==> src/motion_window_cfg.svh <==
// Object indices, preset values and timing counts of the motion window monitor.
// Assumes a 125 MHz system clock.
`ifndef MOTION_WINDOW_CFG_SVH
`define MOTION_WINDOW_CFG_SVH
`define IDX_FOLLOWING_ERROR_WINDOW   16'h6065
`define IDX_FOLLOWING_ERROR_TIMEOUT  16'h6066
`define IDX_POSITION_WINDOW          16'h6067
`define IDX_POSITION_WINDOW_TIME     16'h6068
`define IDX_VELOCITY_DEMAND_VALUE    16'h606B
`define IDX_VELOCITY_ACTUAL_VALUE    16'h606C
`define IDX_VELOCITY_WINDOW          16'h606D
`define IDX_VELOCITY_WINDOW_TIME     16'h606E
`define IDX_VELOCITY_THRESHOLD       16'h606F
`define IDX_VELOCITY_THRESHOLD_TIME  16'h6070
`define IDX_FOLLOWING_ERROR_REACTION 16'h3700
`define RST_FOLLOWING_ERROR_WINDOW   32'h00000100
`define RST_FOLLOWING_ERROR_TIMEOUT  16'h0064
`define RST_POSITION_WINDOW          32'h0000000A
`define RST_POSITION_WINDOW_TIME     16'h0064
`define RST_VELOCITY_WINDOW          16'h001E
`define RST_VELOCITY_WINDOW_TIME     16'h0000
`define RST_VELOCITY_THRESHOLD       16'h0000
`define RST_VELOCITY_THRESHOLD_TIME  16'h0000
`define RST_FOLLOWING_ERROR_REACTION 16'h0000
`define WINDOW_OFF                   32'hFFFFFFFF
`define STATUS_TARGET_REACHED_BIT    10
`define STATUS_SPEED_ZERO_BIT        12
`define STATUS_FOLLOWING_ERROR_BIT   13
`define CLOCK_HZ                     125000000
`define TICK_MS                      1
`define TICK_CYCLES                  ((`CLOCK_HZ / 1000) * `TICK_MS)
`endif

==> src/motion_window_pkg.sv <==
// Types shared by the motion window monitor.
// Assumes the configuration header is included by the users of these types.
package motion_window_pkg;
  typedef enum logic [7:0] {
    mode_none             = 8'h00,
    mode_profile_position = 8'h01,
    mode_velocity         = 8'h02,
    mode_profile_velocity = 8'h03,
    mode_interp_position  = 8'h07
  } op_mode_type;

  typedef struct packed {
    logic        write;
    logic        read;
    logic [15:0] index;
    logic [31:0] wdata;
  } object_req_type;

  typedef struct packed {
    logic        valid;
    logic        error;
    logic [31:0] rdata;
  } object_rsp_type;

  typedef struct packed {
    logic signed [31:0] target_position;
    logic signed [31:0] position_demand;
    logic signed [31:0] position_actual;
    logic signed [31:0] velocity_target;
    logic signed [31:0] velocity_demand;
    logic signed [31:0] velocity_actual;
  } motion_sample_type;
endpackage

==> src/motion_window_monitor.sv <==
// Following error, target reached and speed threshold monitor of a motor drive.
// Assumes motion samples and object requests come from logic on the same clock.
// What this block does
// RULE1: Set status bit 13 when following error exceeds window longer than time-out.
// RULE2: Following error time-out is 16-bit, preset 0064h, must be exceeded.
// RULE3: With a reaction configured, raise the reaction and log an error entry.
// RULE4: In position modes set bit 10 after dwell inside the position window.
// RULE5: Position window all-ones switches target position monitoring off.
// RULE6: Position window time is 16-bit milliseconds, preset 0064h.
// RULE7: In profile velocity set bit 10 after dwell inside the velocity window.
// RULE8: Velocity window time is 16-bit milliseconds, preset 0000h.
// RULE9: Clear bit 12 after speed above threshold for threshold time, else one.
// RULE10: Velocity demand value reads back the ramp generator output.
// RULE11: Following error window all-ones switches following error monitoring off.
// RULE12: Millisecond tick from the clock; dwell timers restart when condition drops.
`include "motion_window_cfg.svh"

module motion_window_monitor
  import motion_window_pkg::*;
#(
  parameter int TICK_COUNT = `TICK_CYCLES
) (
  input  wire logic              clk,
  input  wire logic              reset_n,
  input  wire op_mode_type       op_mode,
  input  wire motion_sample_type sample,
  input  wire object_req_type    req,
  output      object_rsp_type    rsp,
  output      logic [15:0]       drive_status_word,
  output      logic              following_error_reaction,
  output      logic              error_history
);

  localparam int TW = $clog2(TICK_COUNT + 1);

  logic [31:0]        following_error_window_q;
  logic [15:0]        following_error_timeout_q;
  logic [31:0]        position_window_q;
  logic [15:0]        position_window_time_q;
  logic [15:0]        velocity_window_q;
  logic [15:0]        velocity_window_time_q;
  logic [15:0]        velocity_threshold_q;
  logic [15:0]        velocity_threshold_time_q;
  logic [15:0]        reaction_code_q;
  logic [TW-1:0]      tick_count_q;
  logic               tick_q;
  logic [16:0]        dwell_q [3];
  logic [2:0]         cond;
  logic [2:0][15:0]   limit;
  logic               met [3];
  logic [31:0]        fe_abs;
  logic [31:0]        pos_abs;
  logic [31:0]        vel_dev_abs;
  logic [31:0]        vel_abs;
  logic               position_mode;
  logic               fe_flag_q;
  logic               object_ok;
  logic [31:0]        read_value;

  function automatic logic [31:0] abs_diff(input logic signed [31:0] a,
                                           input logic signed [31:0] b);
    logic signed [32:0] d;
    d = 33'(a) - 33'(b);
    abs_diff = d[32] ? 32'(-d) : d[31:0];
  endfunction

  assign fe_abs        = abs_diff(sample.position_actual, sample.position_demand);
  assign pos_abs       = abs_diff(sample.position_actual, sample.target_position);
  assign vel_dev_abs   = abs_diff(sample.velocity_actual, sample.velocity_target);
  assign vel_abs       = abs_diff(sample.velocity_actual, 32'sh00000000);
  assign position_mode = (op_mode == mode_profile_position) ||
                         (op_mode == mode_interp_position);

  // Dwell conditions: 0 following error, 1 target reached, 2 speed above threshold
  always_comb begin
    cond[0] = (following_error_window_q != `WINDOW_OFF) &&
              (fe_abs > following_error_window_q); // RULE1 RULE11
    if (position_mode) begin
      cond[1] = (position_window_q != `WINDOW_OFF) &&
                (pos_abs < position_window_q); // RULE4 RULE5
    end else begin
      cond[1] = (op_mode == mode_profile_velocity) &&
                (vel_dev_abs < {16'h0000, velocity_window_q}); // RULE7
    end
    cond[2]  = vel_abs > {16'h0000, velocity_threshold_q}; // RULE9
    limit[0] = following_error_timeout_q; // RULE2
    limit[1] = position_mode ? position_window_time_q : velocity_window_time_q; // RULE6 RULE8
    limit[2] = velocity_threshold_time_q;
  end

  // Free-running millisecond tick
  always_ff @(posedge clk or negedge reset_n) begin
    if (!reset_n) begin
      tick_count_q <= '0;
      tick_q       <= 1'b0;
    end else if (tick_count_q == TW'(TICK_COUNT - 1)) begin
      tick_count_q <= '0;
      tick_q       <= 1'b1; // RULE12
    end else begin
      tick_count_q <= tick_count_q + TW'(1);
      tick_q       <= 1'b0;
    end
  end

  // 17-bit counter saturates at 1FFFFh, above any 16-bit limit, so "longer than" is reachable
  genvar g;
  generate
    for (g = 0; g < 3; g++) begin : g_dwell
      always_ff @(posedge clk or negedge reset_n) begin
        if (!reset_n) begin
          dwell_q[g] <= '0;
        end else if (!cond[g]) begin
          dwell_q[g] <= '0; // RULE12
        end else if (tick_q && dwell_q[g] != 17'h1FFFF) begin
          dwell_q[g] <= dwell_q[g] + 17'h00001;
        end
      end
      // Speed threshold is "for a time of", other dwells "longer than"
      if (g == 2) begin : g_ge
        assign met[g] = cond[g] && (dwell_q[g] >= {1'b0, limit[g]});
      end else begin : g_gt
        assign met[g] = cond[g] && (dwell_q[g] > {1'b0, limit[g]});
      end
    end
  endgenerate

  // Status word; the following error is flagged only while the deviation is outside the window longer than the time-out
  always_ff @(posedge clk or negedge reset_n) begin
    if (!reset_n) begin
      drive_status_word <= 16'h0000;
      drive_status_word[`STATUS_SPEED_ZERO_BIT] <= 1'b1;
      fe_flag_q <= 1'b0;
    end else begin
      drive_status_word <= 16'h0000;
      drive_status_word[`STATUS_FOLLOWING_ERROR_BIT] <= met[0]; // RULE1
      drive_status_word[`STATUS_TARGET_REACHED_BIT]  <= met[1]; // RULE4 RULE7
      drive_status_word[`STATUS_SPEED_ZERO_BIT]      <= !met[2]; // RULE9
      fe_flag_q <= met[0];
    end
  end

  // Reaction and history entry fire once on the rising edge of the error
  always_ff @(posedge clk or negedge reset_n) begin
    if (!reset_n) begin
      following_error_reaction <= 1'b0;
      error_history            <= 1'b0;
    end else begin
      following_error_reaction <= met[0] && !fe_flag_q && (reaction_code_q != 16'h0000); // RULE3
      error_history            <= met[0] && !fe_flag_q && (reaction_code_q != 16'h0000); // RULE3
    end
  end

  // Object writes
  always_ff @(posedge clk or negedge reset_n) begin
    if (!reset_n) begin
      following_error_window_q  <= `RST_FOLLOWING_ERROR_WINDOW;
      following_error_timeout_q <= `RST_FOLLOWING_ERROR_TIMEOUT;
      position_window_q         <= `RST_POSITION_WINDOW;
      position_window_time_q    <= `RST_POSITION_WINDOW_TIME;
      velocity_window_q         <= `RST_VELOCITY_WINDOW;
      velocity_window_time_q    <= `RST_VELOCITY_WINDOW_TIME;
      velocity_threshold_q      <= `RST_VELOCITY_THRESHOLD;
      velocity_threshold_time_q <= `RST_VELOCITY_THRESHOLD_TIME;
      reaction_code_q           <= `RST_FOLLOWING_ERROR_REACTION;
    end else if (req.write) begin
      unique case (req.index)
        `IDX_FOLLOWING_ERROR_WINDOW:   following_error_window_q  <= req.wdata;
        `IDX_FOLLOWING_ERROR_TIMEOUT:  following_error_timeout_q <= req.wdata[15:0];
        `IDX_POSITION_WINDOW:          position_window_q         <= req.wdata;
        `IDX_POSITION_WINDOW_TIME:     position_window_time_q    <= req.wdata[15:0];
        `IDX_VELOCITY_WINDOW:          velocity_window_q         <= req.wdata[15:0];
        `IDX_VELOCITY_WINDOW_TIME:     velocity_window_time_q    <= req.wdata[15:0];
        `IDX_VELOCITY_THRESHOLD:       velocity_threshold_q      <= req.wdata[15:0];
        `IDX_VELOCITY_THRESHOLD_TIME:  velocity_threshold_time_q <= req.wdata[15:0];
        `IDX_FOLLOWING_ERROR_REACTION: reaction_code_q           <= req.wdata[15:0];
        default: ;
      endcase
    end
  end

  // Object read mux; read-only indices answer with error on write, unknown indices on read or write
  always_comb begin
    object_ok  = 1'b1;
    read_value = 32'h00000000;
    unique case (req.index)
      `IDX_FOLLOWING_ERROR_WINDOW:   read_value = following_error_window_q;
      `IDX_FOLLOWING_ERROR_TIMEOUT:  read_value = {16'h0000, following_error_timeout_q};
      `IDX_POSITION_WINDOW:          read_value = position_window_q;
      `IDX_POSITION_WINDOW_TIME:     read_value = {16'h0000, position_window_time_q};
      `IDX_VELOCITY_DEMAND_VALUE: begin
        read_value = sample.velocity_demand; // RULE10
        object_ok  = !req.write;
      end
      `IDX_VELOCITY_ACTUAL_VALUE: begin
        read_value = sample.velocity_actual;
        object_ok  = !req.write;
      end
      `IDX_VELOCITY_WINDOW:          read_value = {16'h0000, velocity_window_q};
      `IDX_VELOCITY_WINDOW_TIME:     read_value = {16'h0000, velocity_window_time_q};
      `IDX_VELOCITY_THRESHOLD:       read_value = {16'h0000, velocity_threshold_q};
      `IDX_VELOCITY_THRESHOLD_TIME:  read_value = {16'h0000, velocity_threshold_time_q};
      `IDX_FOLLOWING_ERROR_REACTION: read_value = {16'h0000, reaction_code_q};
      default:                       object_ok  = 1'b0;
    endcase
  end

  always_ff @(posedge clk or negedge reset_n) begin
    if (!reset_n) begin
      rsp <= '0;
    end else begin
      rsp.valid <= req.read || req.write;
      rsp.error <= (req.read || req.write) && !object_ok;
      rsp.rdata <= (req.read && object_ok) ? read_value : 32'h00000000;
    end
  end

endmodule

==> config.mk <==
export PLATFORM = sky130hd
export DESIGN_NAME = motion_window_monitor
export DESIGN_NICKNAME = d
export VERILOG_FILES = /design/src/motion_window_pkg.sv /design/src/motion_window_monitor.sv
export VERILOG_INCLUDE_DIRS = /design/src
export SDC_FILE = /design/constraint.sdc
export NUM_CORES = 1
export LEC_CHECK = 0
export ABC_AREA = 1
export BUFFER_PORTS_ARGS = -buffer_cell sky130_fd_sc_hd__buf_4
export CAP_MARGIN = 5
export CORE_MARGIN = 1.5
export CORE_UTILIZATION = 50
export CTS_BUF_LIST = sky130_fd_sc_hd__clkbuf_4
export CTS_CLUSTER_SIZE = 28
export DETAILED_ROUTE_END_ITERATION = 8
export PLACE_DENSITY = 0.67
export SLEW_MARGIN = 5
export SYNTH_ARGS = -nofsm -noshare
export SYNTH_HDL_FRONTEND = slang
export SYNTH_SLANG_ARGS = --single-unit
==> constraint.sdc <==
create_clock -name clk -period 6 [get_ports clk]
set_clock_uncertainty 0.05 [all_clocks]
set_input_delay 1.2 -clock clk [delete_from_list [all_inputs] [get_ports clk]]
set_output_delay 1.2 -clock clk [all_outputs]
set_load 0.01 [all_outputs]
* Yosys cells after proc, flatten, opt, wreduce, memory -nomap -nowiden
Cells that the tools add are included. Widths: inputs -> output; s select.
Operators by class: add/sub/neg operators 11, order comparisons 7, equality and inequality tests 23, muxes and demuxes 17, reduce and logical (&&, ||, !) cells 31
Operator list (count):
- $pmux 32 s11 | 1
- $eq 16x15->1 const B | 10
- $mux 32 | 5
- $neg 32->32 | 4
- $mux 17 | 7
- $sub 32x32->33 | 3
- $add 17x1->17 const B | 4
- $ne 32x32->1 const B | 2
- $ne 17x17->1 const B | 3
- $gt 17x16->1 | 2
- $gt 32x16->1 | 1
- $gt 32x32->1 | 1
- $lt 32x16->1 | 1
- $lt 32x32->1 | 1
- $reduce_and 2->1 | 9
- $eq 17x17->1 const B | 1
- $ge 17x16->1 | 1
- $eq 16x14->1 const B | 1
- $mux 16 | 1
- $reduce_bool 16->1 | 1
- $logic_and 1x1->1 | 13
- $reduce_or 9->1 | 1
- $eq 8x1->1 const B | 1
- $eq 8x2->1 const B | 1
- other kinds (7) | 14
Storage, ports and cells: register bits after elaboration 284, word-level logic and storage cells 109

* Longest topological paths before layout
word-level depth 8, depth in mapped cells 34, gate-level depth less buffers 33

* Worst setup path after synthesis
OpenSTA, ideal clock, no wires.
path kind input-to-reg, start in sample[96] (netlist name), end reg dwell_q[39] (netlist name), setup time 131 ps, arrival 5390 ps, required time 5819 ps, path slack 429 ps, stages 29, path buffers 3, path through inv_1 ha_1 fa_1 inv_1 nand2_1 o21ai_1 a21oi_1 o21ai_1 inv_1 o21bai_1 nand2_1 nand2_1 a21bo_1 or2_2 nand2_1 buf_2 buf_4 nand2_1 xor2_1 inv_1 ha_1 a21oi_1 o21a_1 o221ai_1 a21oi_1 nor2_1 o221ai_1 clkbuf_1 nor2_1
Between the ends: word-level cells in the longest chain between the ends 6, elaborated cells between the ends (all ways) 7, those cells by class add/sub: 2; order compare: 1; eq/ne: 1; mux: 2; reduce/logical: 1
Ends and longest elaborated chain:
- start: declaration | RTL line motion_window_monitor.sv:26 | input wire motion_sample_type sample,
- $sub 32x32->33 (*) | RTL line motion_window_monitor.sv:63 | d = 33'(a) - 33'(b);
- $neg 32->32 | RTL line motion_window_monitor.sv:64 | abs_diff = d[32] ? 32'(-d) : d[31:0];
- $mux 32 (*) | RTL line motion_window_monitor.sv:64
- $gt 32x32->1 (*) | RTL line motion_window_monitor.sv:77 | (fe_abs > following_error_window_q);
- $logic_and 1x1->1 (*) | RTL line motion_window_monitor.sv:76 | cond[0] = (following_error_window_q != `WINDOW_OFF) &&
- $ne 2x1->1 (no source line) or $mux 17 (tied branches)
- end signal: indexed assignment | RTL line motion_window_monitor.sv:115 | dwell_q[g] <= dwell_q[g] + 17'h00001;
- end: declaration | RTL line motion_window_monitor.sv:47 | logic [16:0] dwell_q [3];
Mark *: on every way between the ends. The rest lies on a longest branch, timed or not. A chain may end at the register's enable or synchronous reset.

* Worst setup path in the final report
start in sample[96] (netlist name), end reg dwell_q[35] (netlist name)
Same word-level chain as after synthesis.

==> impl_metrics.toml <==
[logic_synthesis]
synth_area_um2 = 27100
synth_top_cell_by_area = "dfrtp_1"
netlist_instances = 4105
syn_avg_cell_area_um2 = 6.59
synth_top_cell_area_share = 0.249
synth_edf_count = 0
yosysSeqAreaShare = 0.262
ys_top_cells_by_area = "dfrtp_1 25%, nand2_1 14%, ha_1 12%"
synthArstFlopShare = 1.00
ys.flop_type = "dfrtp_1"
ys.warnings.count = 0
synth_seq_cells = 283
ys_types = 60

[timing]
worst_slack_ns = 0.803
post-route-period-util = 0.866
finalSetupViolCount = 0
hold_violations = 0
slew_viol_final = 0
worst_slew_pin_slew_ns = 1.32
rsz0062_at_grt = "false"
post-route-min-period_ns = 5.20
finalHoldWorstSlack_ns = 0.342
relSlewSlack = 0.0953
fmax_mhz = 192

[final_layout]
fillers = 5425
syn2layout_area_growth_pct = 15.2
layout_common_cells = "1,006 x nand2_1, 724 x inv_1, 392 x nor2_1"
layout.cells.non_filler = 5210
nets = 4950
final_common_cell = "nand2_1"
drive_gt1_frac = 0.124
final_area_um2 = 31200

[setup_path]
critPathSlowestCell = "fa_1"
cp.required_ns = 6.61
r2r_cells = 16
arrival_ns = 5.80
criticalPathCategory = "in -> reg"
endpoint_kind = "flip-flop"
crit_top_cell = "nand2_1"
cp_max_fo = 19
startpoint_type = "input pin"
slowest_delay_ns = 0.36

[worst_hold_path]
min_path_type = "in -> async"

[place]
place_area_um2 = 30100
gp_congestion = 0.988
portBuffers = 290
place_inst = 5059
place_ws_ns = -0.0177
dp_hpwl_mm = 74.4

[status]
status = "complete, no violations"

[detailed_routing]
drtIter0Drc = 2415
drc = 0
wl_per_cell_um = 17.5
vias_per_cell = 5.39
first_pass_iters = 6
vias = 28100
routed_wl_mm = 91.4
antenna_left = 0

[cts]
cts_hold_buf = 0
path_clk_slew_ns = 0.07
post_cts_buffers = 0
htreeDepth = 3
cts_buffers = 81
cts_resized = 0
insertion_delay_ns = 0.85
cts_root_buf = "clkbuf_4"
clock_sinks = 283
cts_tree = "yes"
cts_buffer_depth = 3

[floorplan]
io_pins = 304
die_y_um = 236
die-area_um2 = 55500
floorplan.initialDensity = 0.504
core_area_um2 = 53700
rows = 85
fp.dieW_um = 236

[pwr]
pwr-share-clk = 0.311
seqPwrFrac = 0.320
power_mw = 5.96
power.switching_mw = 2.27
p_leak_nw = 16.0
ir_drop_mv = 0.109
intPower_mw = 3.70
power_frac_comb = 0.369
p_sw_frac = 0.380
power_density_nw_per_um2 = 191

[global_route]
grt-ovfl-total = 0
grt_use_total = 0.325
grt_max_degree = 110
antenna_found_initial = 4
grt_pass1_wl_mm = 142
grt_pass1_vias = 26100

[run]
max_cap_violations = 0
[logic make-up after synthesis]
group           synth area share
simple gates               0.295
buf+inv                    0.118
compound gates             0.149
flops                      0.262
fa+ha+maj                  0.117
xor+xnor                  0.0553
mux                      0.00333
other cells             0.000139
[final timing paths]
path | from | to | slack (ns)
worst max-delay path | sample[96] | dwell_q[35]$_DFFE_PN0P_ | 0.80
worst max register to register | dwell_q[1]$_DFFE_PN0P_ | dwell_q[12]$_DFFE_PN0P_ | 3.09
worst min-delay path | reset_n | drive_status_word[10]$_DFF_PN0_ | 0.34
max in group asynchronous | reset_n | rsp[20]$_DFF_PN0_ | 4.33
min in group clk | tick_count_q[0]$_DFF_PN0_ | tick_count_q[0]$_DFF_PN0_ | 0.42
worst min register to register | tick_count_q[0]$_DFF_PN0_ | tick_count_q[0]$_DFF_PN0_ | 0.42
[routing by layer]
layer	track usage	vias to the layer above	share of wire
li1	-	14100	-
met1	0.431	12700	0.44
met2	0.532	1081	0.45
met3	0.0549	186	0.074
met4	0.121	0	0.039
met5	0	-	0
[power by group through the flow]
stage	clock network (mW)	registers [mW]	logic, mW
3_5_place_dp	0	1.95	2.17
2_1_floorplan	0	1.95	1.50
4_1_cts	1.88	1.91	2.19
5_1_grt	1.98	1.91	2.51
3_3_place_gp	0	1.95	2.15
6_report	1.85	1.91	2.20
[cell usage after synthesis, drive strengths merged (7+ instances only)]
master	count
nand2	1029
inv	733
nor2	403
o21ai	285
dfrtp	269
ha	249
a21oi	223
nand3	195
xor2	134
nand4	88
nor3	85
clkbuf	61
o22ai	38
xnor2	37
nor4	35
a221oi	27
buf	26
a22oi	22
a21o	17
nand3b	15
dfstp	14
o21bai	12
a211oi	11
o2111ai	10
a2111oi	9
mux2i	9
a41oi	8
o221ai	7
or2	7
[area by class of cell]
class | instances | area, um2 | area share
Antenna cell | 6 | 15.0 | 0.000481
Clock buffer | 120 | 901 | 0.0289
Clock inverter | 25 | 151 | 0.00485
Inverter | 739 | 2770 | 0.0890
Multi-Input combinational cell | 3008 | 16800 | 0.540
Sequential cell | 283 | 7100 | 0.228
Tap cell | 696 | 871 | 0.0279
Timing Repair Buffer | 333 | 2540 | 0.0816
[stage by stage]
| stage | utilization | setup TNS (ns) |
|---|---|---|
| after floorplan | - | 0 |
| after global placement | 0.561 | 0 |
| after detailed placement | 0.561 | -0.0257 |
| after CTS | 0.580 | 0 |
| after global routing | 0.581 | 0 |
| final | 0.581 | 0 |
[sequential cells by signal (all words and copies together) (netlist names), 16 cells and up]
| register | cells |
|---|---|
| tick_count_q | 17 |
| following_error_window_q | 32 |
| velocity_threshold_time_q | 16 |
| following_error_timeout_q | 16 |
| velocity_window_q | 16 |
| velocity_threshold_q | 16 |
| dwell_q | 51 |
| reaction_code_q | 16 |
| position_window_time_q | 16 |
| rsp | 34 |
| velocity_window_time_q | 16 |
| position_window_q | 32 |
[worst max-delay path, delay by kind of cell]
family / cells / cell delay (ns)
buffers and inverters: 6 / 0.68
xor gates and xnor gates: 1 / 0.23
adders and majority gates: 3 / 0.84
and+or+nand+nor: 7 / 0.78
AOI/OAI and AO/OA: 11 / 2.05
Note: power is estimated with default switching activity, not from simulation.
